==> src/rtl/ppm_pkg.sv <==
// Package for the peripheral pin multiplexer: select bit positions and carriers
package ppm_pkg;
  // System configuration bit positions
  localparam int SCFG_HOST_BIT = 1;
  localparam int SCFG_CHB_BIT = 2;
  localparam int SCFG_PORTB_LO_BIT = 5;
  localparam int SCFG_PORTB_HI_BIT = 6;
  localparam int SCFG_PORTC_BIT = 7;
  // Interrupt edge/pin mux register bit positions
  localparam int IMUX_DAISY_BIT = 2;
  localparam int IMUX_MEMSTB_BIT = 3;
  // Reset values
  localparam logic [7:0] SCFG_RESET = 8'h00;
  localparam logic [7:0] IMUX_RESET = 8'h00;

  typedef enum logic [1:0] {
    PPM_GRP_CPU,
    PPM_GRP_CHB,
    PPM_GRP_HOST
  } ppm_grp_e;

  // One shared pin: output value and output enable
  typedef struct packed {
    logic o;
    logic oe;
  } ppm_drv_s;

  // Port register side: output value, direction (1 = output)
  typedef struct packed {
    logic [7:0] dout;
    logic [7:0] dir;
  } ppm_port_s;
endpackage

==> src/rtl/ppm_pin_mux.sv <==
// Peripheral pin multiplexer: steers shared pins between cores and parallel ports
`timescale 1ns/10ps
`default_nettype none
module ppm_pin_mux
  import ppm_pkg::*;
(
  input wire logic clk,
  input wire logic reset_n,
  // Register writes from the core
  input wire logic cfg_we,
  input wire logic [7:0] cfg_wdata,
  input wire logic imux_we,
  input wire logic [7:0] imux_wdata,
  output logic [7:0] sys_config,
  output logic [7:0] irq_pin_mux,
  // Port registers (owned outside) and read-back
  input wire ppm_port_s port_a_reg,
  input wire ppm_port_s port_b_reg,
  input wire ppm_port_s port_c_reg,
  input wire logic port_c_we,
  output logic [7:0] port_a_pins,
  output logic [7:0] port_b_pins,
  output logic [7:0] port_c_pins,
  output logic [1:0] irq_capture_clr,
  // Core-side serial 0 / serial 1 / clocked serial
  input wire logic ser0_transmit,
  input wire logic ser0_req_to_send,
  output logic ser0_receive,
  output logic ser0_clear_to_send,
  output logic ser0_carrier_detect,
  input wire logic ser1_transmit,
  output logic ser1_receive,
  output logic csio_rx_or_ser1_cts,
  input wire logic csio_transmit,
  input wire logic csio_clock,
  input wire logic dma1_end_of_transfer,
  // Channel A
  input wire logic chan_a_wait_request,
  input wire logic chan_a_term_ready_request,
  input wire logic chan_a_req_to_send,
  output logic chan_a_sync,
  output logic chan_a_clear_to_send,
  output logic chan_a_carrier_detect,
  // Channel B three-pin group and host group
  input wire logic chan_b_req_to_send,
  input wire logic chan_b_term_ready_request,
  input wire logic chan_b_wait_request,
  input wire logic host_interrupt,
  input wire logic host_transmit_ready,
  input wire logic host_receive_ready,
  // Channel B / host shared pins (7 pins plus 8-bit data)
  input wire logic [6:0] chan_b_out,
  input wire logic [6:0] chan_b_oe,
  output logic [6:0] chan_b_in,
  input wire logic [6:0] host_ctl_out,
  input wire logic [6:0] host_ctl_oe,
  output logic [6:0] host_ctl_in,
  input wire logic [7:0] host_data_bus_out,
  input wire logic host_data_bus_oe,
  output logic [7:0] host_data_bus,
  // Bus strobes and daisy chain
  input wire logic memory_write_strobe,
  input wire logic memory_read_strobe,
  input wire logic memory_request,
  input wire logic aux_io_chip_select,
  input wire logic daisy_chain_enable_out,
  // Interrupt pins
  input wire logic ext_irq_one_pin,
  input wire logic ext_irq_two_pin,
  input wire logic [1:0] irq_edge_mode,
  // Pins: port B group, port C group, three-pin group, port A group, channel B group, singles
  input wire logic [7:0] pb_pin_i,
  output logic [7:0] pb_pin_o,
  output logic [7:0] pb_pin_oe,
  input wire logic [5:0] pc_pin_i,
  output logic [5:0] pc_pin_o,
  output logic [5:0] pc_pin_oe,
  input wire logic [2:0] grp_pin_i,
  output logic [2:0] grp_pin_o,
  output logic [2:0] grp_pin_oe,
  input wire logic [7:0] pa_pin_i,
  output logic [7:0] pa_pin_o,
  output logic [7:0] pa_pin_oe,
  input wire logic [6:0] chb_pin_i,
  output logic [6:0] chb_pin_o,
  output logic [6:0] chb_pin_oe,
  output logic daisy_pin,
  output logic rdreq_pin
);
  logic [7:0] cfg_r, cfg_nxt, imux_r, imux_nxt;
  logic [7:0] pb_s1_r, pb_s2_r;
  logic [5:0] pc_s1_r, pc_s2_r;
  logic [2:0] grp_s1_r, grp_s2_r;
  logic [7:0] pa_s1_r, pa_s2_r;
  logic [6:0] chb_s1_r, chb_s2_r;
  logic [1:0] irq_s1_r, irq_s2_r;
  logic [1:0] clr_r, clr_nxt;
  logic pb_lo, pb_hi, pc_sel, host_mode, stb_sel;
  ppm_grp_e grp;

  // Select registers
  // Writes take effect one edge later; pins follow combinationally
  always_comb begin
    cfg_nxt = cfg_r;
    imux_nxt = imux_r;
    if (cfg_we) begin
      cfg_nxt = cfg_wdata;
    end
    if (imux_we) begin
      imux_nxt = imux_wdata;
    end
    // Capture-latch clear pulse on a one written to C7/C6 in edge mode
    clr_nxt = 2'b00;
    if (port_c_we) begin
      clr_nxt = port_c_reg.dout[7:6] & irq_edge_mode;
    end
  end

  always_ff @(posedge clk or negedge reset_n) begin
    if (!reset_n) begin
      cfg_r <= SCFG_RESET;
      imux_r <= IMUX_RESET;
      clr_r <= 2'b00;
    end else begin
      cfg_r <= cfg_nxt;
      imux_r <= imux_nxt;
      clr_r <= clr_nxt;
    end
  end

  // Pin synchronisers; first stage feeds only the second
  // Irq stages reset high to match the idle level of those pins
  always_ff @(posedge clk or negedge reset_n) begin
    if (!reset_n) begin
      pb_s1_r <= 8'h00;
      pb_s2_r <= 8'h00;
      pc_s1_r <= 6'h00;
      pc_s2_r <= 6'h00;
      grp_s1_r <= 3'h0;
      grp_s2_r <= 3'h0;
      pa_s1_r <= 8'h00;
      pa_s2_r <= 8'h00;
      chb_s1_r <= 7'h00;
      chb_s2_r <= 7'h00;
      irq_s1_r <= 2'b11;
      irq_s2_r <= 2'b11;
    end else begin
      pb_s1_r <= pb_pin_i;
      pb_s2_r <= pb_s1_r;
      pc_s1_r <= pc_pin_i;
      pc_s2_r <= pc_s1_r;
      grp_s1_r <= grp_pin_i;
      grp_s2_r <= grp_s1_r;
      pa_s1_r <= pa_pin_i;
      pa_s2_r <= pa_s1_r;
      chb_s1_r <= chb_pin_i;
      chb_s2_r <= chb_s1_r;
      irq_s1_r <= {ext_irq_two_pin, ext_irq_one_pin};
      irq_s2_r <= irq_s1_r;
    end
  end

  assign sys_config = cfg_r;
  assign irq_pin_mux = imux_r;
  assign irq_capture_clr = clr_r;
  assign pb_lo = cfg_r[SCFG_PORTB_LO_BIT];
  assign pb_hi = cfg_r[SCFG_PORTB_HI_BIT];
  assign pc_sel = cfg_r[SCFG_PORTC_BIT];
  assign host_mode = cfg_r[SCFG_HOST_BIT];
  assign stb_sel = imux_r[IMUX_MEMSTB_BIT];

  // Three-pin group decode; bit 1 alone keeps the processor group
  always_comb begin
    case ({cfg_r[SCFG_HOST_BIT], cfg_r[SCFG_CHB_BIT]})
      2'b01: grp = PPM_GRP_CHB;
      2'b11: grp = PPM_GRP_HOST;
      default: grp = PPM_GRP_CPU;
    endcase
  end

  // Port B pins: 0 rts, 1 cts, 2 dcd, 3 tx0, 4 rx0, 5 tx1, 6 rx1, 7 csio rx
  always_comb begin
    pb_pin_o = 8'h00;
    pb_pin_oe = 8'h00;
    if (pb_lo) begin
      pb_pin_o[4:0] = port_b_reg.dout[4:0];
      pb_pin_oe[4:0] = port_b_reg.dir[4:0];
    end else begin
      pb_pin_o[0] = ser0_req_to_send;
      pb_pin_oe[0] = 1'b1;
      pb_pin_o[3] = ser0_transmit;
      pb_pin_oe[3] = 1'b1;
    end
    if (pb_hi) begin
      pb_pin_o[7:5] = port_b_reg.dout[7:5];
      pb_pin_oe[7:5] = port_b_reg.dir[7:5];
    end else begin
      pb_pin_o[5] = ser1_transmit;
      pb_pin_oe[5] = 1'b1;
    end
  end
  assign port_b_pins = pb_s2_r;
  // Port mode feeds fixed defaults back to the serial units: cts and dcd low, receive and csio rx high
  assign ser0_clear_to_send = pb_lo ? 1'b0 : pb_s2_r[1];
  assign ser0_carrier_detect = pb_lo ? 1'b0 : pb_s2_r[2];
  assign ser0_receive = pb_lo ? 1'b1 : pb_s2_r[4];
  assign ser1_receive = pb_hi ? 1'b1 : pb_s2_r[6];
  assign csio_rx_or_ser1_cts = pb_hi ? 1'b1 : pb_s2_r[7];

  // Port C pins: 0 dcd, 1 cts, 2 strobe/rts, 3 dtr/req, 4 sync, 5 wait/req
  always_comb begin
    pc_pin_o = 6'h00;
    pc_pin_oe = 6'h00;
    if (pc_sel) begin
      pc_pin_o[5:3] = port_c_reg.dout[5:3];
      pc_pin_oe[5:3] = port_c_reg.dir[5:3];
      pc_pin_o[1:0] = port_c_reg.dout[1:0];
      pc_pin_oe[1:0] = port_c_reg.dir[1:0];
    end else begin
      pc_pin_o[5] = chan_a_wait_request;
      pc_pin_oe[5] = 1'b1;
      pc_pin_o[3] = chan_a_term_ready_request;
      pc_pin_oe[3] = 1'b1;
    end
    // C2 strobe choice overrides the port select
    if (!stb_sel) begin
      pc_pin_o[2] = memory_write_strobe;
      pc_pin_oe[2] = 1'b1;
    end else if (pc_sel) begin
      pc_pin_o[2] = port_c_reg.dout[2];
      pc_pin_oe[2] = port_c_reg.dir[2];
    end else begin
      pc_pin_o[2] = chan_a_req_to_send;
      pc_pin_oe[2] = 1'b1;
    end
  end
  // C7/C6 have no output path at all
  assign port_c_pins = {irq_s2_r[1], irq_s2_r[0], pc_s2_r};
  assign chan_a_sync = pc_sel ? 1'b1 : pc_s2_r[4];
  assign chan_a_clear_to_send = pc_sel ? 1'b1 : pc_s2_r[1];
  assign chan_a_carrier_detect = pc_sel ? 1'b1 : pc_s2_r[0];

  // Three-pin group: 0 dma1_end_of_transfer/chan_b_req_to_send/rxrdy, 1 txs/dtrb/host_interrupt, 2 cks/wreqb/txrdy
  always_comb begin
    grp_pin_oe = 3'b111;
    case (grp)
      PPM_GRP_CHB: grp_pin_o = {chan_b_wait_request, chan_b_term_ready_request, chan_b_req_to_send};
      PPM_GRP_HOST: grp_pin_o = {host_transmit_ready, host_interrupt, host_receive_ready};
      PPM_GRP_CPU: grp_pin_o = {csio_clock, csio_transmit, dma1_end_of_transfer};
      default: grp_pin_o = {csio_clock, csio_transmit, dma1_end_of_transfer};
    endcase
  end

  // Port A / host data and channel B / host control share pins
  always_comb begin
    if (host_mode) begin
      pa_pin_o = host_data_bus_out;
      pa_pin_oe = {8{host_data_bus_oe}};
      chb_pin_o = host_ctl_out;
      chb_pin_oe = host_ctl_oe;
    end else begin
      pa_pin_o = port_a_reg.dout;
      pa_pin_oe = port_a_reg.dir;
      chb_pin_o = chan_b_out;
      chb_pin_oe = chan_b_oe;
    end
  end
  assign port_a_pins = pa_s2_r;
  // Host data reads back through the port A stages
  assign host_data_bus = pa_s2_r;
  // Inactive side sees idle-high inputs
  assign chan_b_in = host_mode ? 7'h7f : chb_s2_r;
  assign host_ctl_in = host_mode ? chb_s2_r : 7'h7f;

  // Daisy and strobe pins, output only; a zero select keeps the first function
  always_comb begin
    daisy_pin = aux_io_chip_select;
    if (imux_r[IMUX_DAISY_BIT]) begin
      daisy_pin = daisy_chain_enable_out;
    end
    rdreq_pin = memory_read_strobe;
    if (stb_sel) begin
      rdreq_pin = memory_request;
    end
  end
endmodule
`default_nettype wire

==> config.mk <==
export PLATFORM = sky130hd
export DESIGN_NAME = ppm_pin_mux
export DESIGN_NICKNAME = d
export VERILOG_FILES = /design/src/rtl/ppm_pkg.sv /design/src/rtl/ppm_pin_mux.sv
export SDC_FILE = /design/constraint.sdc
export NUM_CORES = 1
export LEC_CHECK = 0
export BUFFER_PORTS_ARGS = -buffer_cell sky130_fd_sc_hd__buf_4
export CAP_MARGIN = 20
export CORE_AREA = 2 2 117 119
export DETAILED_ROUTE_END_ITERATION = 10
export DIE_AREA = 0 0 119 121
export PLACE_DENSITY = 0.53
export SLEW_MARGIN = 20
export SYNTH_ARGS = -nofsm -noshare
export SYNTH_HDL_FRONTEND = slang
export SYNTH_SLANG_ARGS = --single-unit
==> constraint.sdc <==
create_clock -name clk -period 3.2 [get_ports clk]
set_input_delay 0.64 -clock clk [delete_from_list [all_inputs] [get_ports clk]]
set_output_delay 0.64 -clock clk [all_outputs]
set_load 0.02 [all_outputs]
==> qor.yml <==
run_status:
  run_status: "finished clean"
setup_path:
  critical_path_class: "reg2out"
  slowest_stage: "buf_4"
  cpMostUsedCell: "buf_4"
  slowest_delay_ps: 440
  crit_arrival_ps: 1710
  critPathBufInv: 2
  crit_family: "buffers and inverters"
  required_ps: 2560
  crit_chain: "buf_4 -> nand2_1 -> o21ai_0 -> buf_4"
  critPathCaptureType: "output pin"
  critPathMaxFanout: 48
  worst_setup_path_start_kind: "register"
final_layout:
  syn_to_final_growth_pct: 83.3
  nets: 668
  register_area_sq_mm: 0.00201
  multiInputGateArea_sq_um: 926
  drive_gt1_frac: 0.720
  post-route-util: 0.436
  fill_cells: 1248
clock_tree:
  post_cts_buffers: 0
  clock_sinks: 80
  post_cts_resized: 0
  clockBufferDepth: 2
  path_clk_slew_ps: 60
  postCtsHoldBufs: 0
  cts_tree: "yes"
  htree_levels: 3
  clk-insertion-delay-late_ps: 330
  clockRootBuffer: "clkbuf_16"
  numCtsBuffers: 9
timing:
  max_slew_margin: 0.530
  fin_crit_sh: 0.733
  finalSetupViolCount: 0
  maxSlewViolCount: 0
  fin_tns_setup_ps: 0
  worst_pin_slew_ps: 705
  period_needed_ps: 2350
  timing.final.ws_setup_ps: 855
  clock_skew_ps: 3.39
  grt_setup_unrepaired: "false"
  report.final.hold_viol_count: 0
  fmax_mhz: 426
place:
  hpwl_mm: 8.12
  place.gp.congestion: 0.720
  dpl_worst_slack_ps: 1180
  port_buffers: 291
pwr:
  powerDensity_mw_per_mm2: 516
  leakagePower_nw: 2.89
  peakVddDrop_mv: 0.356
drt:
  wl_mm: 9.95
  dr_total_vias: 2724
  drt_pass1_iterations: 4
  via_per_inst: 3.96
  drt_first_iter_violations: 27
  ant_nets: 0
  drc: 0
  wl_per_cell_um: 14.5
worst_hold_path:
  hp-class: "in2async"
synth:
  synth_area_sq_mm: 0.00311
  syn_inst: 222
  synth_top_cell_by_area: "dfrtp_1"
  synth_warnings: 0
  ys_ff_latch: 80
  synth_top_area_frac: 0.611
  synthTopCellsByArea: "dfrtp_1 61%, mux2_2 16%, dfstp_2 3.4%"
  ys_seq_area_frac: 0.644
  synth_cell_types: 22
  avgSynthCellArea_sq_um: 14.0
global_route:
  grt_max_degree: 81
  grt_pass1_vias: 2813
  grt_usage: 0.135
  antenna_found_initial: 1
  gr-total-overflow: 0
  grt_pass1_wl_mm: 14.8
floorplanning:
  rows: 42
  die_area_sq_mm: 0.0144
  core_sq_mm: 0.0131
  ios: 300
  die_x_um: 119
  die_y_um: 121
  initial_utilization: 0.238
job:
  maxCapViolCount: 0
-- synth_stat cells (all sizes together) --
library cell,n
dfrtp,76
mux2,45
buf,19
and2,16
or2,13
nand2b,12
inv,8
o21ai,8
a21oi,4
dfstp,4
mux2i,4
nor2,4
and3,2
clkbuf,2
nor2b,2
conb,1
nand2,1
nand3b,1
-- cells by family after synthesis --
kind of cell	count (synthesis)	synth area share
buf+inv	29	0.0607
compound gates	12	0.0193
simple gates	51	0.0988
mux	49	0.176
other cells	1	0.00120
flops	80	0.644
-- cells in the final DEF, fill, tap and decap left out --
cell / netlist / layout
buf_6: 4 / 1
nor2b_1: 2 / 2
mux2_2: 45 / 45
dfstp_2: 4 / 4
or2_2: 11 / 11
clkbuf_16: 0 / 9
and3_1: 2 / 2
clkinvlp_4: 0 / 1
bufinv_16: 0 / 2
diode_2: 0 / 1
dfrtp_1: 76 / 76
mux2i_1: 4 / 4
and2_1: 16 / 16
conb_1: 1 / 3
o21ai_0: 8 / 8
nand2b_1: 12 / 12
clkinv_2: 0 / 1
inv_1: 8 / 8
or2_1: 2 / 2
nand3b_1: 1 / 1
nand2_1: 1 / 1
inv_6: 0 / 2
a21oi_1: 4 / 4
nor2_1: 4 / 4
inv_8: 0 / 1
buf_4: 12 / 291
-- cell type report --
type / instances / area share
repair buffers: 292 / 0.385
clock buffers: 9 / 0.0395
well taps: 176 / 0.0386
diodes: 1 / 0.000438
flip-flops and latches: 80 / 0.352
inverters: 8 / 0.00526
multi-input cells: 115 / 0.162
clock inverters: 7 / 0.0178
-- final timing paths --
path,from,to,slack [ps],cells after the start
max,sys_config[1],pa_pin_oe[1],850,4
min,reset_n,pa_s1_r[7],330,1
max reg2reg,sys_config[1],sys_config[1],2090,2
min reg2reg,pc_s1_r[2],pc_s2_r[2],350,0
max in group asynchronous,reset_n,host_data_bus[0],2380,1
min in group clk,pc_s1_r[2],pc_s2_r[2],350,0
-- per-layer routing --
layer  wire [um]  GRT usage
met5           0          0
met4         194     0.0632
met3        1030     0.0479
met2        5540      0.255
met1        3180      0.131
-- worst reg2reg max path, stage by stage (launching register included) --
cell	delay, ps
dfrtp_1	380
buf_4	290
mux2_2	320
-- report_power, final --
group	switching (mW)	internal [mW]	total [mW]
Sequential	0.0420	1.07	1.12
Clock	0.417	0.692	1.11
Combinational	0.342	0.376	0.718
Total	0.801	2.14	2.94
-- registers in the layout (all words and copies together), names as in the netlist --
register,count
port_b_pins,8
pa_s1_r,8
chb_s1_r,7
irq_s2_r,2
sys_config,8
host_data_bus,8
chb_s2_r,7
pc_s1_r,6
irq_capture_clr,2
pb_s1_r,8
irq_pin_mux,8
pc_s2_r,6
irq_s1_r,2
-- through the flow --
| stage | instance area [sq um] | instances | total power, mW | hold slack, ps |
|---|---|---|---|---|
| 2_1_floorplan | 3120 | 224 | 1.47 | 331 |
| 3_3_place_gp | 5380 | 671 | 1.86 | 332 |
| 3_5_place_dp | 5380 | 671 | 1.86 | 335 |
| 4_1_cts | 5700 | 687 | 2.99 | 349 |
| 5_1_grt | 5710 | 688 | 3.09 | 353 |
| 6_report | 5710 | 688 | 2.94 | 333 |
No activity file was read; power rests on OpenSTA's default activity.
